[src/sepc_pkg.sv]
/*
 Constants for the status, fault and phrase command interpreter.
 Assumes a 10 MHz system clock and a host on the serial command link.
*/
package sepc_pkg;
	// Opcodes of the serial command link
	localparam logic [7:0]  OP_ROM_INFO   = 8'hB4;
	localparam logic [7:0]  OP_FAULT_RD   = 8'hB8;
	localparam logic [7:0]  OP_BANK_MASK  = 8'hFE;
	localparam logic [7:0]  OP_PIN_SRC    = 8'hC0;
	localparam logic [7:0]  OP_PHRASE_W   = 8'hC4;
	localparam logic [7:0]  OP_FAULT_CLR  = 8'hFF;
	// Pin source byte fields
	localparam int          ARG_PIN_BIT   = 6;
	localparam int          ARG_SRC_HI    = 5;
	localparam int          ARG_SRC_LO    = 4;
	localparam int          ARG_MASK_HI   = 3;
	localparam int          CFG_W         = 6;
	localparam logic [1:0]  SRC_BUSY      = 2'h0;
	localparam logic [1:0]  SRC_READY     = 2'h1;
	localparam int          SRC_FAULT_BIT = 1;
	localparam logic [5:0]  PIN_A_RST     = 6'h11;
	localparam logic [5:0]  PIN_B_RST     = 6'h01;
	// Phrase byte fields
	localparam int          PHR_W         = 12;
	localparam int          PHR_HI_W      = 4;
	localparam int          CH_HI         = 5;
	localparam int          CH_LO         = 4;
	localparam int          CHANS         = 4;
	// Serial framing
	localparam logic [2:0]  BIT_LAST      = 3'h7;
	// Fault flags: bank 0 in [7:0], bank 1 in [15:8]
	localparam logic [15:0] FLAG_MASK     = 16'hF1FF;
	localparam logic [15:0] FAULT_EN_RST  = 16'h0000;
	localparam int          F_CMD         = 0;
	localparam int          F_TEMP        = 2;
	localparam int          F_WDT         = 5;
	localparam int          F_RSTC        = 6;
	localparam logic [7:0]  TEMP_LIMIT_C  = 8'h82;
	// Register map
	localparam logic [7:0]  ADDR_MAP_MASK = 8'hE3;
	localparam logic [7:0]  ADDR_ROM_INFO = 8'h00;
	localparam logic [7:0]  ADDR_FAULT_EN = 8'h04;
	localparam logic [7:0]  ADDR_FLAGS    = 8'h08;
	localparam logic [7:0]  ADDR_CLEAR    = 8'h0C;
	localparam logic [7:0]  ADDR_ROUTE    = 8'h10;
	localparam logic [7:0]  ADDR_PHR01    = 8'h14;
	localparam logic [7:0]  ADDR_PHR23    = 8'h18;
	localparam logic [7:0]  ADDR_CHAN     = 8'h1C;
	localparam logic [7:0]  ROM_INFO_RST  = 8'h00;
	localparam logic [1:0]  RESP_OKAY     = 2'h0;
	localparam logic [1:0]  RESP_SLVERR   = 2'h2;

	typedef enum logic [2:0] {
		CMD_IDLE,
		CMD_PIN_ARG,
		CMD_PHR_HI,
		CMD_PHR_LO,
		CMD_READ
	} sepc_cmd_st_t;
endpackage

[src/sepc_serial_port.sv]
/*
 Byte shifter for the serial command link, MSB first.
 Assumes the host changes data on the falling clock edge and the device
 samples on the rising one; link pins are asynchronous to clk_i.
*/
`timescale 1ns/10ps
module sepc_serial_port (
	input  wire logic       clk_i,
	input  wire logic       rst_i,
	input  wire logic       sck_i,
	input  wire logic       cs_n_i,
	input  wire logic       si_i,
	input  wire logic       tx_load_i,
	input  wire logic [7:0] tx_byte_i,
	output logic      [7:0] rx_byte_o,
	output logic            rx_valid_o,
	output logic            idle_o,
	output logic            so_o,
	output logic            so_oe_o
);
	logic [2:0] sck_q;
	logic [2:0] cs_q;
	logic [1:0] si_q;
	logic [2:0] cnt_q;
	logic [7:0] rx_q;
	logic [7:0] tx_q;

	wire rise = sck_q[1] & ~sck_q[2];
	wire fall = ~sck_q[1] & sck_q[2];
	wire [7:0] rx_next = {rx_q[6:0], si_q[1]};

	assign idle_o = cs_q[1];

	always_ff @(posedge clk_i) begin
		if (rst_i) begin
			sck_q <= 3'h7;
			cs_q  <= 3'h7;
			si_q  <= 2'h0;
		end else begin
			sck_q <= {sck_q[1:0], sck_i};
			cs_q  <= {cs_q[1:0], cs_n_i};
			si_q  <= {si_q[0], si_i};
		end
	end

	always_ff @(posedge clk_i) begin
		if (rst_i) begin
			cnt_q      <= 3'h0;
			rx_q       <= 8'h00;
			tx_q       <= 8'h00;
			rx_byte_o  <= 8'h00;
			rx_valid_o <= 1'b0;
			so_o       <= 1'b0;
			so_oe_o    <= 1'b0;
		end else begin
			rx_valid_o <= 1'b0;
			if (cs_q[1]) begin
				// Deselect ends any partial byte
				cnt_q   <= 3'h0;
				so_o    <= 1'b0;
				so_oe_o <= 1'b0;
			end else begin
				if (rise) begin
					rx_q  <= rx_next;
					cnt_q <= cnt_q + 3'h1;
					if (cnt_q == sepc_pkg::BIT_LAST) begin
						rx_byte_o  <= rx_next;
						rx_valid_o <= 1'b1;
						so_oe_o    <= 1'b0;
					end
				end
				if (tx_load_i) begin
					tx_q    <= tx_byte_i;
					so_oe_o <= 1'b1;
				end else if (fall && so_oe_o) begin
					so_o <= tx_q[7];
					tx_q <= {tx_q[6:0], 1'b0};
				end
			end
		end
	end
endmodule

[src/sepc_fault_flags.sv]
/*
 Sticky fault flags in two banks with per-flag enables.
 Assumes detector inputs are on clk_i; event inputs are one-cycle pulses.
*/
`timescale 1ns/10ps
module sepc_fault_flags (
	input  wire logic        clk_i,
	input  wire logic        rst_i,
	input  wire logic        clear_i,
	input  wire logic [15:0] en_i,
	input  wire logic        cmd_error_i,
	input  wire logic        spk_open_i,
	input  wire logic [7:0]  die_temp_i,
	input  wire logic        spk_short_i,
	input  wire logic        flash_fault_i,
	input  wire logic        wdt_ovf_i,
	input  wire logic        rst_cnt_ovf_i,
	input  wire logic        osc_stop_i,
	input  wire logic        wave_mismatch_i,
	input  wire logic        bit_clk_fault_i,
	input  wire logic        frame_clk_fault_i,
	input  wire logic        audio_in_fault_i,
	input  wire logic        mix_count_fault_i,
	output logic      [15:0] flags_o,
	output logic             any_o
);
	logic wdt_seen_q;

	wire hot = die_temp_i >= sepc_pkg::TEMP_LIMIT_C;
	wire rst_ev = rst_cnt_ovf_i | (wdt_ovf_i & wdt_seen_q);
	wire [15:0] raw = {mix_count_fault_i, audio_in_fault_i, frame_clk_fault_i,
		bit_clk_fault_i, 3'h0, wave_mismatch_i, osc_stop_i, rst_ev, wdt_ovf_i,
		flash_fault_i, spk_short_i, hot, spk_open_i, cmd_error_i};
	// Disabled detectors never raise a flag
	wire [15:0] set_v = raw & en_i & sepc_pkg::FLAG_MASK;

	assign any_o = |flags_o;

	always_ff @(posedge clk_i) begin
		if (rst_i) begin
			wdt_seen_q <= 1'b0;
		end else if (wdt_ovf_i && en_i[sepc_pkg::F_WDT]) begin
			wdt_seen_q <= 1'b1;
		end
	end

	for (genvar i = 0; i < 16; i++) begin : g_flag
		always_ff @(posedge clk_i) begin
			if (rst_i) begin
				flags_o[i] <= 1'b0;
			end else begin
				// A persisting condition beats the clear
				flags_o[i] <= set_v[i] | (flags_o[i] & ~clear_i);
			end
		end
	end
endmodule

[src/sepc_cmd_core.sv]
/*
 Command interpreter: ROM info and fault reads, status pin routing,
 wide phrase set, fault clear, plus an AXI4-Lite register slave.
 Assumes channel ready/busy and fault detectors run on clk_i.
*/
`timescale 1ns/10ps
module sepc_cmd_core (
	input  wire logic        clk_i,
	input  wire logic        rst_i,
	input  wire logic        sck_i,
	input  wire logic        cs_n_i,
	input  wire logic        si_i,
	output logic             so_o,
	output logic             so_oe_o,
	input  wire logic [3:0]  chan_ready_n_i,
	input  wire logic [3:0]  chan_busy_n_i,
	input  wire logic        cmd_error_i,
	input  wire logic        spk_open_i,
	input  wire logic [7:0]  die_temp_i,
	input  wire logic        spk_short_i,
	input  wire logic        flash_fault_i,
	input  wire logic        wdt_ovf_i,
	input  wire logic        rst_cnt_ovf_i,
	input  wire logic        osc_stop_i,
	input  wire logic        wave_mismatch_i,
	input  wire logic        bit_clk_fault_i,
	input  wire logic        frame_clk_fault_i,
	input  wire logic        audio_in_fault_i,
	input  wire logic        mix_count_fault_i,
	output logic             state_pin_a_o,
	output logic             state_pin_b_o,
	output logic             fault_any_o,
	output logic [47:0]      phrase_number_o,
	input  wire logic [7:0]  s_axi_awaddr,
	input  wire logic        s_axi_awvalid,
	output logic             s_axi_awready,
	input  wire logic [31:0] s_axi_wdata,
	input  wire logic [3:0]  s_axi_wstrb,
	input  wire logic        s_axi_wvalid,
	output logic             s_axi_wready,
	output logic [1:0]       s_axi_bresp,
	output logic             s_axi_bvalid,
	input  wire logic        s_axi_bready,
	input  wire logic [7:0]  s_axi_araddr,
	input  wire logic        s_axi_arvalid,
	output logic             s_axi_arready,
	output logic [31:0]      s_axi_rdata,
	output logic [1:0]       s_axi_rresp,
	output logic             s_axi_rvalid,
	input  wire logic        s_axi_rready
);
	sepc_pkg::sepc_cmd_st_t st_q;
	sepc_pkg::sepc_cmd_st_t st_d;
	logic [7:0]  rx_byte;
	logic        rx_valid;
	logic        link_idle;
	logic        tx_load_q;
	logic [7:0]  tx_byte_q;
	logic [7:0]  rom_info_q;
	logic [15:0] fault_en_q;
	logic [15:0] flags;
	logic        any_fault;
	logic [5:0]  pin_cfg_q [2];
	logic [1:0]  pin_q;
	logic [11:0] phrase_q [4];
	logic [1:0]  ch_q;
	logic [3:0]  hi_q;
	logic        wr_go_q;
	logic        rd_go_q;

	sepc_serial_port u_port (
		.clk_i      (clk_i),
		.rst_i      (rst_i),
		.sck_i      (sck_i),
		.cs_n_i     (cs_n_i),
		.si_i       (si_i),
		.tx_load_i  (tx_load_q),
		.tx_byte_i  (tx_byte_q),
		.rx_byte_o  (rx_byte),
		.rx_valid_o (rx_valid),
		.idle_o     (link_idle),
		.so_o       (so_o),
		.so_oe_o    (so_oe_o)
	);

	// Opcode decode, only meaningful in the idle state
	wire at_op   = rx_valid && st_q == sepc_pkg::CMD_IDLE;
	wire is_rom  = rx_byte == sepc_pkg::OP_ROM_INFO;
	wire is_flt  = (rx_byte & sepc_pkg::OP_BANK_MASK) == sepc_pkg::OP_FAULT_RD;
	wire is_pin  = rx_byte == sepc_pkg::OP_PIN_SRC;
	wire is_phr  = rx_byte == sepc_pkg::OP_PHRASE_W;
	wire is_clr  = rx_byte == sepc_pkg::OP_FAULT_CLR;
	wire bank1   = rx_byte[0];

	// Register bus decode
	wire wr_fire = wr_go_q && s_axi_awvalid && s_axi_wvalid;
	wire rd_fire = rd_go_q && s_axi_arvalid;
	wire wr_map  = (s_axi_awaddr & sepc_pkg::ADDR_MAP_MASK) == 8'h00;
	wire rd_map  = (s_axi_araddr & sepc_pkg::ADDR_MAP_MASK) == 8'h00;
	wire wr_rom  = wr_fire && s_axi_awaddr == sepc_pkg::ADDR_ROM_INFO;
	wire wr_en   = wr_fire && s_axi_awaddr == sepc_pkg::ADDR_FAULT_EN;
	wire wr_clr  = wr_fire && s_axi_awaddr == sepc_pkg::ADDR_CLEAR;
	wire clear   = wr_clr || (at_op && is_clr);

	// Fault byte selected by the bank bit
	wire [7:0] flt_byte = bank1 ? flags[15:8] : flags[7:0];

	wire [31:0] rd_mux =
		(s_axi_araddr == sepc_pkg::ADDR_ROM_INFO) ? {24'h0, rom_info_q} :
		(s_axi_araddr == sepc_pkg::ADDR_FAULT_EN) ? {16'h0, fault_en_q} :
		(s_axi_araddr == sepc_pkg::ADDR_FLAGS)    ? {16'h0, flags} :
		(s_axi_araddr == sepc_pkg::ADDR_ROUTE)    ?
			{18'h0, pin_cfg_q[1], 2'h0, pin_cfg_q[0]} :
		(s_axi_araddr == sepc_pkg::ADDR_PHR01)    ?
			{4'h0, phrase_q[1], 4'h0, phrase_q[0]} :
		(s_axi_araddr == sepc_pkg::ADDR_PHR23)    ?
			{4'h0, phrase_q[3], 4'h0, phrase_q[2]} :
		(s_axi_araddr == sepc_pkg::ADDR_CHAN)     ?
			{22'h0, pin_q, chan_busy_n_i, chan_ready_n_i} : 32'h0;

	sepc_fault_flags u_flags (
		.clk_i             (clk_i),
		.rst_i             (rst_i),
		.clear_i           (clear),
		.en_i              (fault_en_q),
		.cmd_error_i       (cmd_error_i),
		.spk_open_i        (spk_open_i),
		.die_temp_i        (die_temp_i),
		.spk_short_i       (spk_short_i),
		.flash_fault_i     (flash_fault_i),
		.wdt_ovf_i         (wdt_ovf_i),
		.rst_cnt_ovf_i     (rst_cnt_ovf_i),
		.osc_stop_i        (osc_stop_i),
		.wave_mismatch_i   (wave_mismatch_i),
		.bit_clk_fault_i   (bit_clk_fault_i),
		.frame_clk_fault_i (frame_clk_fault_i),
		.audio_in_fault_i  (audio_in_fault_i),
		.mix_count_fault_i (mix_count_fault_i),
		.flags_o           (flags),
		.any_o             (any_fault)
	);

	always_comb begin
		st_d = st_q;
		if (link_idle) begin
			st_d = sepc_pkg::CMD_IDLE;
		end else if (rx_valid) begin
			case (st_q)
				sepc_pkg::CMD_IDLE: begin
					if (is_rom || is_flt) begin
						st_d = sepc_pkg::CMD_READ;
					end else if (is_pin) begin
						st_d = sepc_pkg::CMD_PIN_ARG;
					end else if (is_phr) begin
						st_d = sepc_pkg::CMD_PHR_HI;
					end
				end
				sepc_pkg::CMD_PHR_HI: st_d = sepc_pkg::CMD_PHR_LO;
				default: st_d = sepc_pkg::CMD_IDLE;
			endcase
		end
	end

	always_ff @(posedge clk_i) begin
		if (rst_i) begin
			st_q      <= sepc_pkg::CMD_IDLE;
			tx_load_q <= 1'b0;
			tx_byte_q <= 8'h00;
		end else begin
			st_q      <= st_d;
			tx_load_q <= at_op && (is_rom || is_flt);
			if (at_op && is_rom) begin
				tx_byte_q <= rom_info_q;
			end else if (at_op && is_flt) begin
				tx_byte_q <= flt_byte;
			end
		end
	end

	// Status pin routing; each pin owns its configuration
	for (genvar p = 0; p < 2; p++) begin : g_pin
		wire [5:0] cfg = pin_cfg_q[p];
		wire [3:0] msk = cfg[sepc_pkg::ARG_MASK_HI:0];
		wire [3:0] sel = cfg[sepc_pkg::ARG_SRC_LO] ? chan_ready_n_i : chan_busy_n_i;
		// Unselected channels read high so they never pull the pin low
		wire chan_lvl = &(sel | ~msk);
		wire lvl = cfg[sepc_pkg::ARG_SRC_LO + sepc_pkg::SRC_FAULT_BIT] ? any_fault : chan_lvl;
		wire upd = rx_valid && st_q == sepc_pkg::CMD_PIN_ARG &&
			rx_byte[sepc_pkg::ARG_PIN_BIT] == 1'(p);
		always_ff @(posedge clk_i) begin
			if (rst_i) begin
				pin_cfg_q[p] <= (p == 0) ? sepc_pkg::PIN_A_RST : sepc_pkg::PIN_B_RST;
				pin_q[p]     <= 1'b1;
			end else begin
				if (upd) begin
					pin_cfg_q[p] <= rx_byte[sepc_pkg::CFG_W-1:0];
				end
				pin_q[p] <= lvl;
			end
		end
	end

	assign state_pin_a_o = pin_q[0];
	assign state_pin_b_o = pin_q[1];

	// Phrase store: no playback is triggered here
	always_ff @(posedge clk_i) begin
		if (rst_i) begin
			ch_q <= 2'h0;
			hi_q <= 4'h0;
		end else if (rx_valid && st_q == sepc_pkg::CMD_PHR_HI) begin
			ch_q <= rx_byte[sepc_pkg::CH_HI:sepc_pkg::CH_LO];
			hi_q <= rx_byte[sepc_pkg::PHR_HI_W-1:0];
		end
	end

	for (genvar c = 0; c < sepc_pkg::CHANS; c++) begin : g_phr
		always_ff @(posedge clk_i) begin
			if (rst_i) begin
				phrase_q[c] <= 12'h000;
			end else if (rx_valid && st_q == sepc_pkg::CMD_PHR_LO && ch_q == 2'(c)) begin
				phrase_q[c] <= {hi_q, rx_byte};
			end
		end
		assign phrase_number_o[c*sepc_pkg::PHR_W +: sepc_pkg::PHR_W] = phrase_q[c];
	end

	always_ff @(posedge clk_i) begin
		if (rst_i) begin
			fault_any_o <= 1'b0;
			rom_info_q  <= sepc_pkg::ROM_INFO_RST;
			fault_en_q  <= sepc_pkg::FAULT_EN_RST;
		end else begin
			fault_any_o <= any_fault;
			if (wr_rom && s_axi_wstrb[0]) begin
				rom_info_q <= s_axi_wdata[7:0];
			end
			if (wr_en && s_axi_wstrb[0]) begin
				fault_en_q[7:0] <= s_axi_wdata[7:0];
			end
			if (wr_en && s_axi_wstrb[1]) begin
				fault_en_q[15:8] <= s_axi_wdata[15:8] & sepc_pkg::FLAG_MASK[15:8];
			end
		end
	end

	// AXI4-Lite slave: address and data are taken together
	always_ff @(posedge clk_i) begin
		if (rst_i) begin
			wr_go_q      <= 1'b0;
			s_axi_bvalid <= 1'b0;
			s_axi_bresp  <= sepc_pkg::RESP_OKAY;
			rd_go_q      <= 1'b0;
			s_axi_rvalid <= 1'b0;
			s_axi_rresp  <= sepc_pkg::RESP_OKAY;
			s_axi_rdata  <= 32'h0;
		end else begin
			wr_go_q <= s_axi_awvalid && s_axi_wvalid && !wr_go_q && !s_axi_bvalid;
			if (wr_fire) begin
				s_axi_bvalid <= 1'b1;
				s_axi_bresp  <= wr_map ? sepc_pkg::RESP_OKAY : sepc_pkg::RESP_SLVERR;
			end else if (s_axi_bready) begin
				s_axi_bvalid <= 1'b0;
			end
			rd_go_q <= s_axi_arvalid && !rd_go_q && !s_axi_rvalid;
			if (rd_fire) begin
				s_axi_rvalid <= 1'b1;
				s_axi_rdata  <= rd_mux;
				s_axi_rresp  <= rd_map ? sepc_pkg::RESP_OKAY : sepc_pkg::RESP_SLVERR;
			end else if (s_axi_rready) begin
				s_axi_rvalid <= 1'b0;
			end
		end
	end

	assign s_axi_awready = wr_go_q;
	assign s_axi_wready  = wr_go_q;
	assign s_axi_arready = rd_go_q;
endmodule

[config.mk]
export PLATFORM = sky130hd
export DESIGN_NAME = sepc_cmd_core
export DESIGN_NICKNAME = d
export VERILOG_FILES = /design/src/sepc_pkg.sv /design/src/sepc_serial_port.sv /design/src/sepc_fault_flags.sv /design/src/sepc_cmd_core.sv
export SDC_FILE = /design/constraint.sdc
export NUM_CORES = 1
export LEC_CHECK = 0
export BUFFER_PORTS_ARGS = -buffer_cell sky130_fd_sc_hd__buf_4
export CAP_MARGIN = 20
export CELL_PAD_IN_SITES_DETAIL_PLACEMENT = 1
export CELL_PAD_IN_SITES_GLOBAL_PLACEMENT = 1
export CORE_ASPECT_RATIO = 2
export CORE_UTILIZATION = 40
export CTS_CLUSTER_DIAMETER = 60
export DETAILED_ROUTE_END_ITERATION = 10
export PLACE_DENSITY = 0.73
export SYNTH_ARGS = -nofsm -noshare
export SYNTH_HDL_FRONTEND = slang
export SYNTH_SLANG_ARGS = --single-unit
[constraint.sdc]
create_clock -name clk_i -period 5.7 [get_ports clk_i]
set_clock_uncertainty 0.2 [all_clocks]
set_input_delay 1.14 -clock clk_i [delete_from_list [all_inputs] [get_ports clk_i]]
set_output_delay 1.14 -clock clk_i [all_outputs]
set_load 0.05 [all_outputs]
# [Word-level counts from Yosys, hierarchy flattened]
# Memory sizes are Yosys's and may differ from the RTL's.
# Index checks and enable logic that the tools add are counted.
[totals] ff_bits=135 ram_bits=60 inputBits=90 out_inout_bits=94 word_cells=236 n_memories=2
[classes] add_sub_neg=1 magnitude_cmp=1 eq_ne=21 muxes=56 n_bitwise=51 n_reduce_logical=59
[mem_list] name="phrase_q" words=4 word_bits=12 read_ports=4 rd_clocked_by_memory_dff=0 wr=4 line_no="sepc_cmd_core.sv:65" rtl="logic [11:0] phrase_q [4];"
[mem_list] name="pin_cfg_q" words=2 word_bits=6 read_ports=2 rd_clocked_by_memory_dff=0 wr=2 line_no="sepc_cmd_core.sv:63" rtl="logic [5:0] pin_cfg_q [2];"
[op_table] operator="28-bit two-way mux" count=6
[op_table] operator="12-bit two-way mux" count=4
[op_table] operator="8-bit two-way mux" count=5
[op_table] operator="8-bit by 5-bit equality test with 1-bit output (second input constant)" count=4
[op_table] operator="8-bit equality test (second input constant)" count=4
[op_table] operator="8-bit logical NOT" count=4
[op_table] operator="1-bit logical AND" count=30
[op_table] operator="1-bit two-way mux" count=30
[op_table] operator="1-bit bitwise OR" count=20
[op_table] operator="1-bit bitwise AND" count=19
[op_table] operator="16-bit bitwise AND" count=1
[op_table] operator="8-bit by 3-bit equality test with 1-bit output (second input constant)" count=2
[op_table] operator="8-bit by 4-bit equality test with 1-bit output (second input constant)" count=2
[op_table] operator="16-bit OR reduction" count=1
[op_table] operator="6-bit two-way mux" count=2
[op_table] operator="2-bit nonzero test" count=6
[op_table] operator="10-bit two-way mux" count=1
[op_table] operator="2-bit AND reduction" count=5
[op_table] operator="3-bit two-way mux" count=3
[op_table] operator="8-bit >= comparator (second input constant)" count=1
[op_table] operator="4-bit two-way mux" count=2
[op_table] operator="4-bit NOT" count=2
[op_table] operator="4-bit bitwise OR" count=2
[op_table] operator="4-bit AND reduction" count=2
[op_table] operator="18 further kinds" count=31

# [Depth between registers and ports, before layout]
# Gate-level depths: netlist (run 1).
[logic_depth] depth_word=8 mapped_depth=7 mapped_depth_nobuf=5

# [Modules after synthesis]
# From an unflattened synthesis (run 1), not the netlist that was laid out.
[unflattened] hier_cells=821 hier_area_um2=8652.0
[by_module_without_submodules] mod="sepc_cmd_core" n_inst=1 cells_each=631 area_per_inst_um2=6633.9
[by_module_without_submodules] mod="sepc_serial_port" n_inst=1 cells_each=129 area_per_inst_um2=1421.4
[by_module_without_submodules] mod="sepc_fault_flags" n_inst=1 cells_each=61 area_per_inst_um2=596.8

# [Least setup slack after synthesis (run 1)]
# No wires, ideal clock.
[synth_path] path_type="input-to-reg" from="in s_axi_araddr[1]" to="reg s_axi_rdata[0]" setup_time_ps=136 arrival_time_ps=2552 t_required_ps=5364 slack_ps=2812 stages=6 path_cell_list="buf_2 or4b_1 buf_2 o221a_2 a221oi_1 o32ai_1"
[synth_between] elab_chain_len=8 word_cells_on_any_way=14 classes_between="eq/ne: 6; mux: 7; reduce/logical: 1"
[synth_lines] item="from (decl)" line_no="sepc_cmd_core.sv:44" rtl="input wire logic [7:0] s_axi_araddr,"
[synth_lines] item="8-bit by 5-bit equality test with 1-bit output" line_no="sepc_cmd_core.sv:118" rtl="(s_axi_araddr == sepc_pkg::ADDR_CHAN) ?"
[synth_lines] item="10-bit two-way mux" line_no="sepc_cmd_core.sv:118"
[synth_lines] item="28-bit two-way mux" line_no="sepc_cmd_core.sv:116" rtl="(s_axi_araddr == sepc_pkg::ADDR_PHR23) ?"
[synth_lines] item="28-bit two-way mux" line_no="sepc_cmd_core.sv:114" rtl="(s_axi_araddr == sepc_pkg::ADDR_PHR01) ?"
[synth_lines] item="28-bit two-way mux" line_no="sepc_cmd_core.sv:112" rtl="(s_axi_araddr == sepc_pkg::ADDR_ROUTE) ?"
[synth_lines] item="28-bit two-way mux" line_no="sepc_cmd_core.sv:111" rtl="(s_axi_araddr == sepc_pkg::ADDR_FLAGS) ? {16'h0, flags} :"
[synth_lines] item="28-bit two-way mux" line_no="sepc_cmd_core.sv:110" rtl="(s_axi_araddr == sepc_pkg::ADDR_FAULT_EN) ? {16'h0, fault_en_q} :"
[synth_lines] item="28-bit two-way mux (*)" line_no="sepc_cmd_core.sv:109" rtl="(s_axi_araddr == sepc_pkg::ADDR_ROM_INFO) ? {24'h0, rom_info_q} :"
[synth_lines] item="to (signal assigned)" line_no="sepc_cmd_core.sv:268" rtl="s_axi_rdata <= rd_mux;"
[synth_lines] item="to (decl)" line_no="sepc_cmd_core.sv:47" rtl="output logic [31:0] s_axi_rdata,"
# Mark *: on every way between the ends. The rest lies on a longest branch, timed or not.
# A chain may end at the register's enable or synchronous reset.

# [Worst setup path in the final report (run 1)]
[layout_path] from="in s_axi_araddr[2]" to="reg s_axi_rdata[1]"
# Same word-level chain as after synthesis.

==> impl_metrics.toml, run 1 <==
[logic_synthesis]
yosys_warnings = 0
synth_area_um2 = 8470
ys_types = 69
synth-edff-count = 60
yosysSeqAreaShare_pct = 51.8
postSynth.asyncResetShare_pct = 0
yosysTopAreaCellShare_pct = 30.5
synth_top_area_cell = "dfxtp_1"
syn-instance-count = 836
avgSynthCellArea_um2 = 10.1
synth_seq_cells = 189
ys_top_cells_by_area = "dfxtp_1 (30%), edfxtp_1 (21%), mux2i_1 (6.0%), nor2_1 (5.7%), nand2b_1 (3.1%)"
synth_ff_type = "dfxtp_1"

[die]
dieArea_um2 = 21800
num_rows = 75
fp.coreArea_um2 = 20800
die_x_um = 105
die_h_um = 208
start_util_pct = 40.7
pin_count = 184

[layout]
nets = 1051
multi_input_area_um2 = 3790
stdcell_count = 1241
final_cell_mix = "buf_4 (161), dfxtp_1 (129), nor2_1 (128)"
seq_area_um2 = 4380
diodes = 0
mostFrequentLayoutCell = "buf_4"
nFillCells = 2396
finish.utilization_pct = 49.7
syn2layout_area_growth_pct = 22.1
drive_gt1_share_pct = 22.7

[global_routing]
grt_pass1_wl_um = 41400
antenna_found_initial = 0
overflow = 0
grt_usage_pct = 25.6
first_global_vias = 7199
grt_start_max_net_pins = 79

[drt]
wl_per_cell_um = 22.0
drtAntennaViolNets = 0
drcViolationCount = 0
vias = 7012
drt_pass1_iterations = 5
viasPerCell = 5.65
drt_iter0_drc = 266
drt-total-wl_um = 27300

[critical_path]
crit_type = "in -> reg"
end_kind = "register"
r2r_start = "u_port.rx_byte_o[0]"
cp_max_fo = 40
crit_path_end = "s_axi_rdata[1]"
r2r_setup_slack_ns = 3.25
reg2reg_depth = 4
critPathLaunch = "s_axi_araddr[2]"
crit_arrival_ns = 3.00
critPathRequiredTime_ns = 5.80
start_kind = "primary input"
r2r_end = "u_flags.flags_o[8]"

[power]
ir_worst_vdd_mv = 0.265
p_per_area_nw_per_um2 = 271
leakagePower_nw = 3.80

[clocking]
cts_inserted_buffers = 17
cts_buffer_depth = 2
cts-root-buf = "clkbuf_16"
clkSinkCount = 189
ctsHoldBuffers = 0
insertion_delay_ns = 0.45
cts_tree = "yes"
cts_resized = 0
htreeDepth = 4
clk_pin_slew_ns = 0.07
cts_setup_buffers = 0

[worst_hold_path]
hold_path.class = "reg -> reg"

[timing]
worst_pin_slew_ns = 1.02
maxSlewHeadroom_pct = 32.0
min_period_ns = 2.91
hold_viol_final = 0
final.setup.worst_slack_ns = 2.79
fin_tns_setup_ns = 0
fmax_mhz = 344
rsz0062_at_grt = "no"
setup_viol = 0
fin_crit_sh_pct = 51.0
drv_slew = 0

[flow_run]
cap_violations = 0

[placed_design]
dpl_worst_slack_ns = 2.10
port_buffers = 155
post-dp-hpwl_um = 20500
dpl.cell_count = 1208
routabilityCongestion = 0.967

[status]
outcome = "completed"
[Yosys cell counts, types with 16 or more instances]
master and number:
nand3b_1 21, mux2i_1 51, a211oi_1 16, nand2_1 34
dfxtp_1 129, o21ai_0 16, a21oi_1 36, nand2b_1 42
nor2_1 128, and2_1 22, clkbuf_1 42, a22oi_1 18
nor2b_1 17, edfxtp_1 60
[state kept, by name (all words and copies together) (netlist names), 2 cells and up]
name              cells
u_port.rx_byte_o      8
u_port.rx_q           7
ch_q                  2
u_port.si_q           2
u_port.tx_q           8
s_axi_rdata          28
phrase_q             48
st_q                  3
pin_cfg_q            12
u_port.cs_q           2
u_port.sck_q          3
fault_en_q           13
u_port.cnt_q          3
tx_byte_q             8
u_flags.flags_o      16
rom_info_q            8
hi_q                  4
[worst min-delay path by stage]
stage | slack, ns | cells after the start | to | start
floorplan | 0.19 | 1 | u_port.cs_q[1] | u_port.cs_q[0]
global placement | 0.19 | 1 | u_port.cs_q[1] | u_port.cs_q[0]
CTS | 0.22 | 1 | u_port.sck_q[1] | u_port.sck_q[0]
global route | 0.22 | 1 | u_port.sck_q[1] | u_port.sck_q[0]
detailed placement | 0.20 | 1 | u_port.sck_q[1] | u_port.sck_q[0]
finish | 0.22 | 1 | u_port.sck_q[1] | u_port.sck_q[0]
[worst max-delay path: stages]
cell	delay [ns]
buf_4	0.37
or4b_1	0.65
o221a_2	0.34
a221oi_1	0.38
o32ai_1	0.12
[where the power goes]
part	leakage, nW	total [mW]	switching, mW	internal, mW
Clock	0.275	1.16	0.577	0.581
Combinational	1.87	0.227	0.149	0.0784
Sequential	1.65	1.42	0.0164	1.40
[area by class of cell]
cell class                      instances  area share [%]
Clock inverter                         15            1.39
Sequential cell                       189            42.4
Clock buffer                           17            4.11
Inverter                               12           0.435
Tap cell                              269            3.25
Multi-Input combinational cell        577            36.6
Timing Repair Buffer                  162            11.8
[layer usage]
| layer | track usage, % | up-vias | part of all wire [%] |
|---|---|---|---|
| li1 | - | 3288 | - |
| met1 | 23.9 | 3439 | 34 |
| met3 | 4.36 | 67 | 3.7 |
| met2 | 50.0 | 218 | 57 |
| met5 | 0 | - | 0 |
| met4 | 15.9 | 0 | 5.8 |
[logic make-up after synthesis]
group / Yosys count / synth area share [%]
AOI/OAI and AO/OA: 182 / 16.0
xor gates and xnor gates: 1 / 0.103
adders and majority gates: 2 / 0.295
buffers and inverters: 75 / 3.85
DFF: 189 / 51.8
muxes: 53 / 6.29
other: 1 / 0.0443
and+or+nand+nor: 333 / 21.6
[metrics by stage]
stage | hold slack [ns] | power, mW | area [um2]
3_3_place_gp | 0.193 | 1.67 | 9760
5_1_grt | 0.223 | 2.89 | 10300
3_5_place_dp | 0.201 | 1.68 | 9760
6_report | 0.215 | 2.81 | 10300
2_1_floorplan | 0.189 | 1.58 | 8490
4_1_cts | 0.219 | 2.84 | 10300
No activity file was read; power rests on OpenSTA's default activity.
==> run 2, diff against run 1 <==
--- a/config.mk
+++ b/config.mk
@@ -5,6 +5,7 @@
 export SDC_FILE = /design/constraint.sdc
 export NUM_CORES = 1
 export LEC_CHECK = 0
+export ABC_AREA = 1
 export BUFFER_PORTS_ARGS = -buffer_cell sky130_fd_sc_hd__buf_4
 export CAP_MARGIN = 20
 export CELL_PAD_IN_SITES_DETAIL_PLACEMENT = 1
@@ -13,7 +14,7 @@
 export CORE_UTILIZATION = 40
 export CTS_CLUSTER_DIAMETER = 60
 export DETAILED_ROUTE_END_ITERATION = 10
-export PLACE_DENSITY = 0.73
+export PLACE_DENSITY = 0.76
 export SYNTH_ARGS = -nofsm -noshare
 export SYNTH_HDL_FRONTEND = slang
 export SYNTH_SLANG_ARGS = --single-unit
==> constraint.sdc (replaced) <==
create_clock -name clk_i -period 2.85 [get_ports clk_i]
set_clock_uncertainty 0.2 [all_clocks]
set_input_delay 0.57 -clock clk_i [delete_from_list [all_inputs] [get_ports clk_i]]
set_output_delay 0.57 -clock clk_i [all_outputs]
set_load 0.05 [all_outputs]
==> run 2 against run 1 <==
Effect of this change:
- sequential share of layout area is essentially flat
- sequential power grew 100%
- clock power grew 130%
- critical endpoint is now phrase_q[2][3]
- highest routed layer unchanged
==> impl_metrics.toml, run 2 <==
[global_routing]
grt_pass1_wl_um = 42600
overflow = 0
grt_start_max_net_pins = 47
antenna_found_initial = 0
grt_usage_pct = 26.1
first_global_vias = 8135

[drt]
wl_met3_um = 1210
vias = 7582
drcViolationCount = 0
viasPerCell = 5.28
drt_iter0_drc = 292
wl_per_cell_um = 18.7
drtAntennaViolNets = 0
wl_met1_um = 9430
drt_pass1_iterations = 4
drt-total-wl_um = 26800
routed-wl-met2_um = 14700
top_layer_used = "met4"

[clocking]
cts_tree = "yes"
clkSinkCount = 189
ctsHoldBuffers = 0
htreeDepth = 4
cts_buffer_depth = 2
clk_pin_slew_ns = 0.08
cts_inserted_buffers = 17
cts_resized = 0
cts_setup_buffers = 0
insertion_delay_ns = 0.45
cts-root-buf = "clkbuf_16"

[layout]
stdcell_count = 1435
finish.utilization_pct = 50.6
top_regs = "phrase_q (48), s_axi_rdata (28), u_flags.flags_o (16)"
mostFrequentLayoutCell = "nand2_1"
nFillCells = 2512
diodes = 0
syn2layout_area_growth_pct = 23.4
largest_reg_flops = 48
seq_area_um2 = 4380
regMostFlops = "phrase_q"
nets = 1248
drive_gt1_share_pct = 22.5
final_cell_mix = "nand2_1 (190), buf_4 (165), dfxtp_1 (129)"
multi_input_area_um2 = 3380

[die]
start_util_pct = 41.0
die_x_um = 104
pin_count = 184
dieArea_um2 = 21600
num_rows = 74
die_h_um = 207
fp.coreArea_um2 = 20500

[logic_synthesis]
synth_top_area_cell = "dfxtp_1"
ys_top_cells_by_area = "dfxtp_1 (31%), edfxtp_1 (21%), nand2_1 (8.5%), a21oi_1 (6.2%), nor2_1 (5.7%)"
synth-edff-count = 60
yosysSeqAreaShare_pct = 52.2
synthMostInstantiatedCell = "nand2_1"
synth_seq_cells = 189
synth_area_um2 = 8390
synth_ff_type = "dfxtp_1"
postSynth.asyncResetShare_pct = 0
yosys_warnings = 0
syn-instance-count = 1012
avgSynthCellArea_um2 = 8.29
yosys-top-cells-count = "nand2_1 (190), dfxtp_1 (129), nor2_1 (128)"
yosysTopAreaCellShare_pct = 30.8
ys_types = 47

[timing]
fin_tns_setup_ns = 0
maxSlewHeadroom_pct = 48.8
drv_slew = 0
worst_pin_slew_ns = 0.763
hold_viol_final = 0
setup_viol = 0
fin_crit_sh_pct = 84.6
min_period_ns = 2.41
rsz0062_at_grt = "no"
fmax_mhz = 415

[critical_path]
critPathRequiredTime_ns = 2.74
slowest_stage = "nand2_1"
start_kind = "register"
cpMostUsedCell = "inv_1"
crit_type = "reg -> reg"
worstPathBufferInverterCount = 2
crit_arrival_ns = 2.30
max_stage_delay_ns = 0.45
cp_max_fo = 12
path_delay_family = "simple AND/OR/NAND/NOR gates"
end_kind = "register"
worstPathCellList = "nand3b_1 -> nor2_1 -> inv_1 -> nor3_1 -> inv_1 -> nand2_1"

[placed_design]
routabilityCongestion = 0.885
post-dp-hpwl_um = 20700
dpl.cell_count = 1403
port_buffers = 155

[worst_hold_path]
hold_path.class = "in -> reg"

[flow_run]
cap_violations = 0

[power]
ir_worst_vdd_mv = 0.391
p_per_area_nw_per_um2 = 573
leakagePower_nw = 4.13

[status]
outcome = "completed"
[run 2: cell types whose count changed after synthesis, sizes merged, moves of 17 or more]
cell    previous run  this run
o21ai             16        62
nor3               6        48
a21oi             36       112
nand2             34       203
a22oi             18         0
inv               12        93
nor2b             17         0
nand2b            42         0
nand3b            21         2
and2              22         0
clkbuf            43        16
nand3              9        54
mux2i             51         0
[run 2: logic make-up (layout without fill, tap and decap cells)]
| kind of cell | count (synthesis) | count (layout) | synth area share [%] |
|---|---|---|---|
| AND/OR/NAND/NOR | 468 | 468 | 25.6 |
| AO/OA/AOI/OAI | 210 | 210 | 14.1 |
| flip-flops | 189 | 189 | 52.2 |
| buffers and inverters | 142 | 294 | 7.72 |
| adder cells (fa/ha/maj) | 2 | 2 | 0.298 |
| other | 1 | 6 | 0.0447 |
[run 2: stage by stage]
| stage | setup slack [ns] | total power, mW | hold WS [ns] | cell area [um2] |
|---|---|---|---|---|
| 2_1_floorplan | 0.864 | 3.18 | 0.188 | 8410 |
| 3_3_place_gp | 0.331 | 3.37 | 0.191 | 9710 |
| 3_5_place_dp | 0.302 | 3.38 | 0.201 | 9710 |
| 4_1_cts | 0.444 | 5.97 | 0.0857 | 10400 |
| 5_1_grt | 0.292 | 6.10 | 0.0920 | 10400 |
| 6_report | 0.440 | 5.93 | 0.102 | 10400 |
[run 2: cell type report]
| class | instances | share of cell area, % |
|---|---|---|
| timing repair buffer | 165 | 12.0 |
| clock inverter | 15 | 2.10 |
| multi-input combinational | 686 | 32.6 |
| inverter | 97 | 3.65 |
| sequential | 189 | 42.3 |
| tap | 266 | 3.21 |
| clock buffer | 17 | 4.11 |
[run 2: layer usage]
metal	up-vias	global-route usage (%)
met5	-	0
met4	0	15.2
met3	63	5.24
met2	231	50.7
met1	3631	25.1
li1	3657	-
[run 2: final timing paths]
path                   startpoint               to  slack (ns)  cells past startpoint
setup reg to reg          st_q[2]   phrase_q[2][3]        0.44                      6
hold / removal              sck_i  u_port.sck_q[0]        0.10                      2
hold reg to reg   u_port.sck_q[0]  u_port.sck_q[1]        0.22                      1
setup / recovery          st_q[2]   phrase_q[2][3]        0.44                      6
[run 2: power breakdown]
group / switching, mW / internal [mW]
logic: 0.318 / 0.141
clock network: 1.18 / 1.44
registers: 0.0394 / 2.82
total: 1.54 / 4.39
==> run 3, diff against run 2 <==
--- a/config.mk
+++ b/config.mk
@@ -5,16 +5,16 @@
 export SDC_FILE = /design/constraint.sdc
 export NUM_CORES = 1
 export LEC_CHECK = 0
-export ABC_AREA = 1
+export ABC_AREA = 0
 export BUFFER_PORTS_ARGS = -buffer_cell sky130_fd_sc_hd__buf_4
 export CAP_MARGIN = 20
 export CELL_PAD_IN_SITES_DETAIL_PLACEMENT = 1
 export CELL_PAD_IN_SITES_GLOBAL_PLACEMENT = 1
 export CORE_ASPECT_RATIO = 2
-export CORE_UTILIZATION = 40
+export CORE_UTILIZATION = 38
 export CTS_CLUSTER_DIAMETER = 60
 export DETAILED_ROUTE_END_ITERATION = 10
-export PLACE_DENSITY = 0.76
+export PLACE_DENSITY = 0.72
 export SYNTH_ARGS = -nofsm -noshare
 export SYNTH_HDL_FRONTEND = slang
 export SYNTH_SLANG_ARGS = --single-unit
==> constraint.sdc (replaced) <==
create_clock -name clk_i -period 2.16 [get_ports clk_i]
set_clock_uncertainty 0.2 [all_clocks]
set_input_delay 0.432 -clock clk_i [delete_from_list [all_inputs] [get_ports clk_i]]
set_output_delay 0.432 -clock clk_i [all_outputs]
set_load 0.05 [all_outputs]
==> run 3 against run 2 <==
Effect of this change:
- power up 27%
- via count decreased by 3.4%
- clock-buffer cell count grew 1
- hold slack lost 0.076 ns
- critical path depth down 1
- sequential share of layout area decreased by 2.3 points
- sequential power grew 31%
- worst setup slack got worse by 0.24 ns
- global-route usage is 0.22 points higher
- critical path type is now in -> reg
==> impl_metrics.toml, run 3 (synthesis results as in run 1) <==
[status]
outcome = "completed"

[critical_path]
crit_type = "in -> reg"
r2r_start = "u_port.rx_valid_o"
cp_max_fo = 8
r2r_setup_slack_ns = 0.23
r2r_end = "pin_cfg_q[0][4]"
end_kind = "register"
critPathRequiredTime_ns = 2.27
start_kind = "primary input"
crit_arrival_ns = 2.08
worstPathBufferInverterCount = 1
reg2reg_depth = 4
slowest_stage = "or4b_1"
worstPathCellList = "buf_4 -> or4b_1 -> o221a_2 -> a221oi_1 -> o32ai_1"
path_delay_family = "compound AO/OA/AOI/OAI gates"
max_stage_delay_ns = 0.68
critPathLaunch = "s_axi_araddr[3]"

[power]
p_per_area_nw_per_um2 = 687
leakagePower_nw = 4.16
combPwrFrac_pct = 8.8
pwr-share-clk_pct = 41.3
power_mw = 7.52
p_switching_mw = 1.86
power.share.sequential_pct = 49.9
ir_worst_vdd_mv = 0.537
p_int_mw = 5.66
switching_share_pct = 24.7

[timing]
final.setup.worst_slack_ns = 0.197
fin_crit_sh_pct = 90.9
fmax_mhz = 509
fin_tns_setup_ns = 0
drv_slew = 0
hold_viol_final = 0
min_period_ns = 1.96
rsz0062_at_grt = "no"
setup_viol = 0

[layout]
top_regs = "phrase_q (48), s_axi_rdata (28), u_flags.flags_o (16)"
regMostFlops = "phrase_q"
finish.utilization_pct = 49.8
diodes = 0
nets = 1122
stdcell_count = 1319
mostFrequentLayoutCell = "buf_4"
largest_reg_flops = 48
final_cell_mix = "buf_4 (227), nor2_1 (128), dfxtp_1 (128)"
syn2layout_area_growth_pct = 29.2
drive_gt1_share_pct = 27.9

[drt]
drt_pass1_iterations = 4
drcViolationCount = 0
vias = 7325
viasPerCell = 5.55
drt_iter0_drc = 287
drt-total-wl_um = 29000
drtAntennaViolNets = 0
wl_per_cell_um = 22.0

[global_routing]
grt_pass1_wl_um = 43900
grt_usage_pct = 26.3
antenna_found_initial = 0
grt_start_max_net_pins = 45
first_global_vias = 7733
overflow = 0

[clocking]
clk_pin_slew_ns = 0.07
clkSinkCount = 189
cts_resized = 0
cts_buffer_depth = 2
cts_inserted_buffers = 17
cts_setup_buffers = 0
htreeDepth = 4
insertion_delay_ns = 0.45
cts_tree = "yes"
cts-root-buf = "clkbuf_16"

[placed_design]
port_buffers = 155
dpl_worst_slack_ns = -0.254
routabilityCongestion = 0.952
post-dp-hpwl_um = 22700
dpl.cell_count = 1285

[flow_run]
cap_violations = 0

[die]
die_x_um = 108
die_h_um = 213
num_rows = 77
start_util_pct = 38.6
dieArea_um2 = 22900
pin_count = 184
fp.coreArea_um2 = 22000

[worst_hold_path]
hold_path.class = "in -> reg"
hold_depth = 3
hold_path_end = "s_axi_awready"
worstHoldStart = "s_axi_awvalid"
[run 3: cell types whose count changed in the layout (fill, tap and decap cells not counted), sizes merged, moves of 42 or more]
| cell | before | now |
|---|---|---|
| o21ai | 62 | 16 |
| buf | 165 | 231 |
| nand2b | 0 | 42 |
| mux2i | 0 | 51 |
| inv | 102 | 15 |
| nand2 | 203 | 34 |
| a21oi | 112 | 36 |
| nor3 | 48 | 6 |
| nand3 | 54 | 9 |
[run 3: power groups by stage]
stage	clock network [mW]	logic (mW)	registers (mW)
6_report	3.11	0.664	3.75
3_3_place_gp	0	0.651	3.83
4_1_cts	3.17	0.664	3.75
3_5_place_dp	0	0.658	3.83
5_1_grt	3.31	0.697	3.75
2_1_floorplan	0	0.236	3.95
[run 3: cell type report]
class                           count  area (um2)
Sequential cell                   189        4390
Tap cell                          276         345
Clock buffer                       18         429
Timing Repair Buffer              233        1800
Multi-Input combinational cell    577        3800
Inverter                           12        45.0
Fill cell                        2501       11000
Clock inverter                     14         141
[run 3: per-stage QoR]
| step | instance area, um2 | hold WS (ns) |
|---|---|---|
| floorplan | 8510 | 0.189 |
| global placement | 10400 | 0.195 |
| detailed placement | 10400 | 0.200 |
| CTS | 10900 | 0.00996 |
| global route | 10900 | 0.0142 |
| finish | 10900 | 0.0265 |
[run 3: routing by layer]
layer	vias up	global-route usage (%)	share of wire (%)
met5	-	0	0
met4	0	16.8	6.1
met3	94	4.61	2.8
met2	192	51.9	59
met1	3608	23.8	33
li1	3431	-	-
[run 3: how the worst max path moves through the flow]
stage / to / cells past startpoint
2_1_floorplan: s_axi_rdata[0] / 6
3_3_place_gp: rom_info_q[0] / 6
3_5_place_dp: rom_info_q[6] / 6
4_1_cts: pin_cfg_q[0][4] / 4
5_1_grt: pin_cfg_q[0][4] / 4
6_report: s_axi_rdata[4] / 5
[run 3: timing repair]
| action | 4_1_cts | 5_1_grt |
|---|---|---|
| setup endpoints to repair | 0 | 0 |
| hold buffers | 2 | 0 |
| hold endpoints to repair | 2 | 0 |
[run 3: worst register-to-register path, stage by stage, from the launching register on]
cell and delay [ns]:
dfxtp_1 0.40, nor3b_1 0.29, nand2_1 0.10, or2_2 0.34, or3_1 0.33
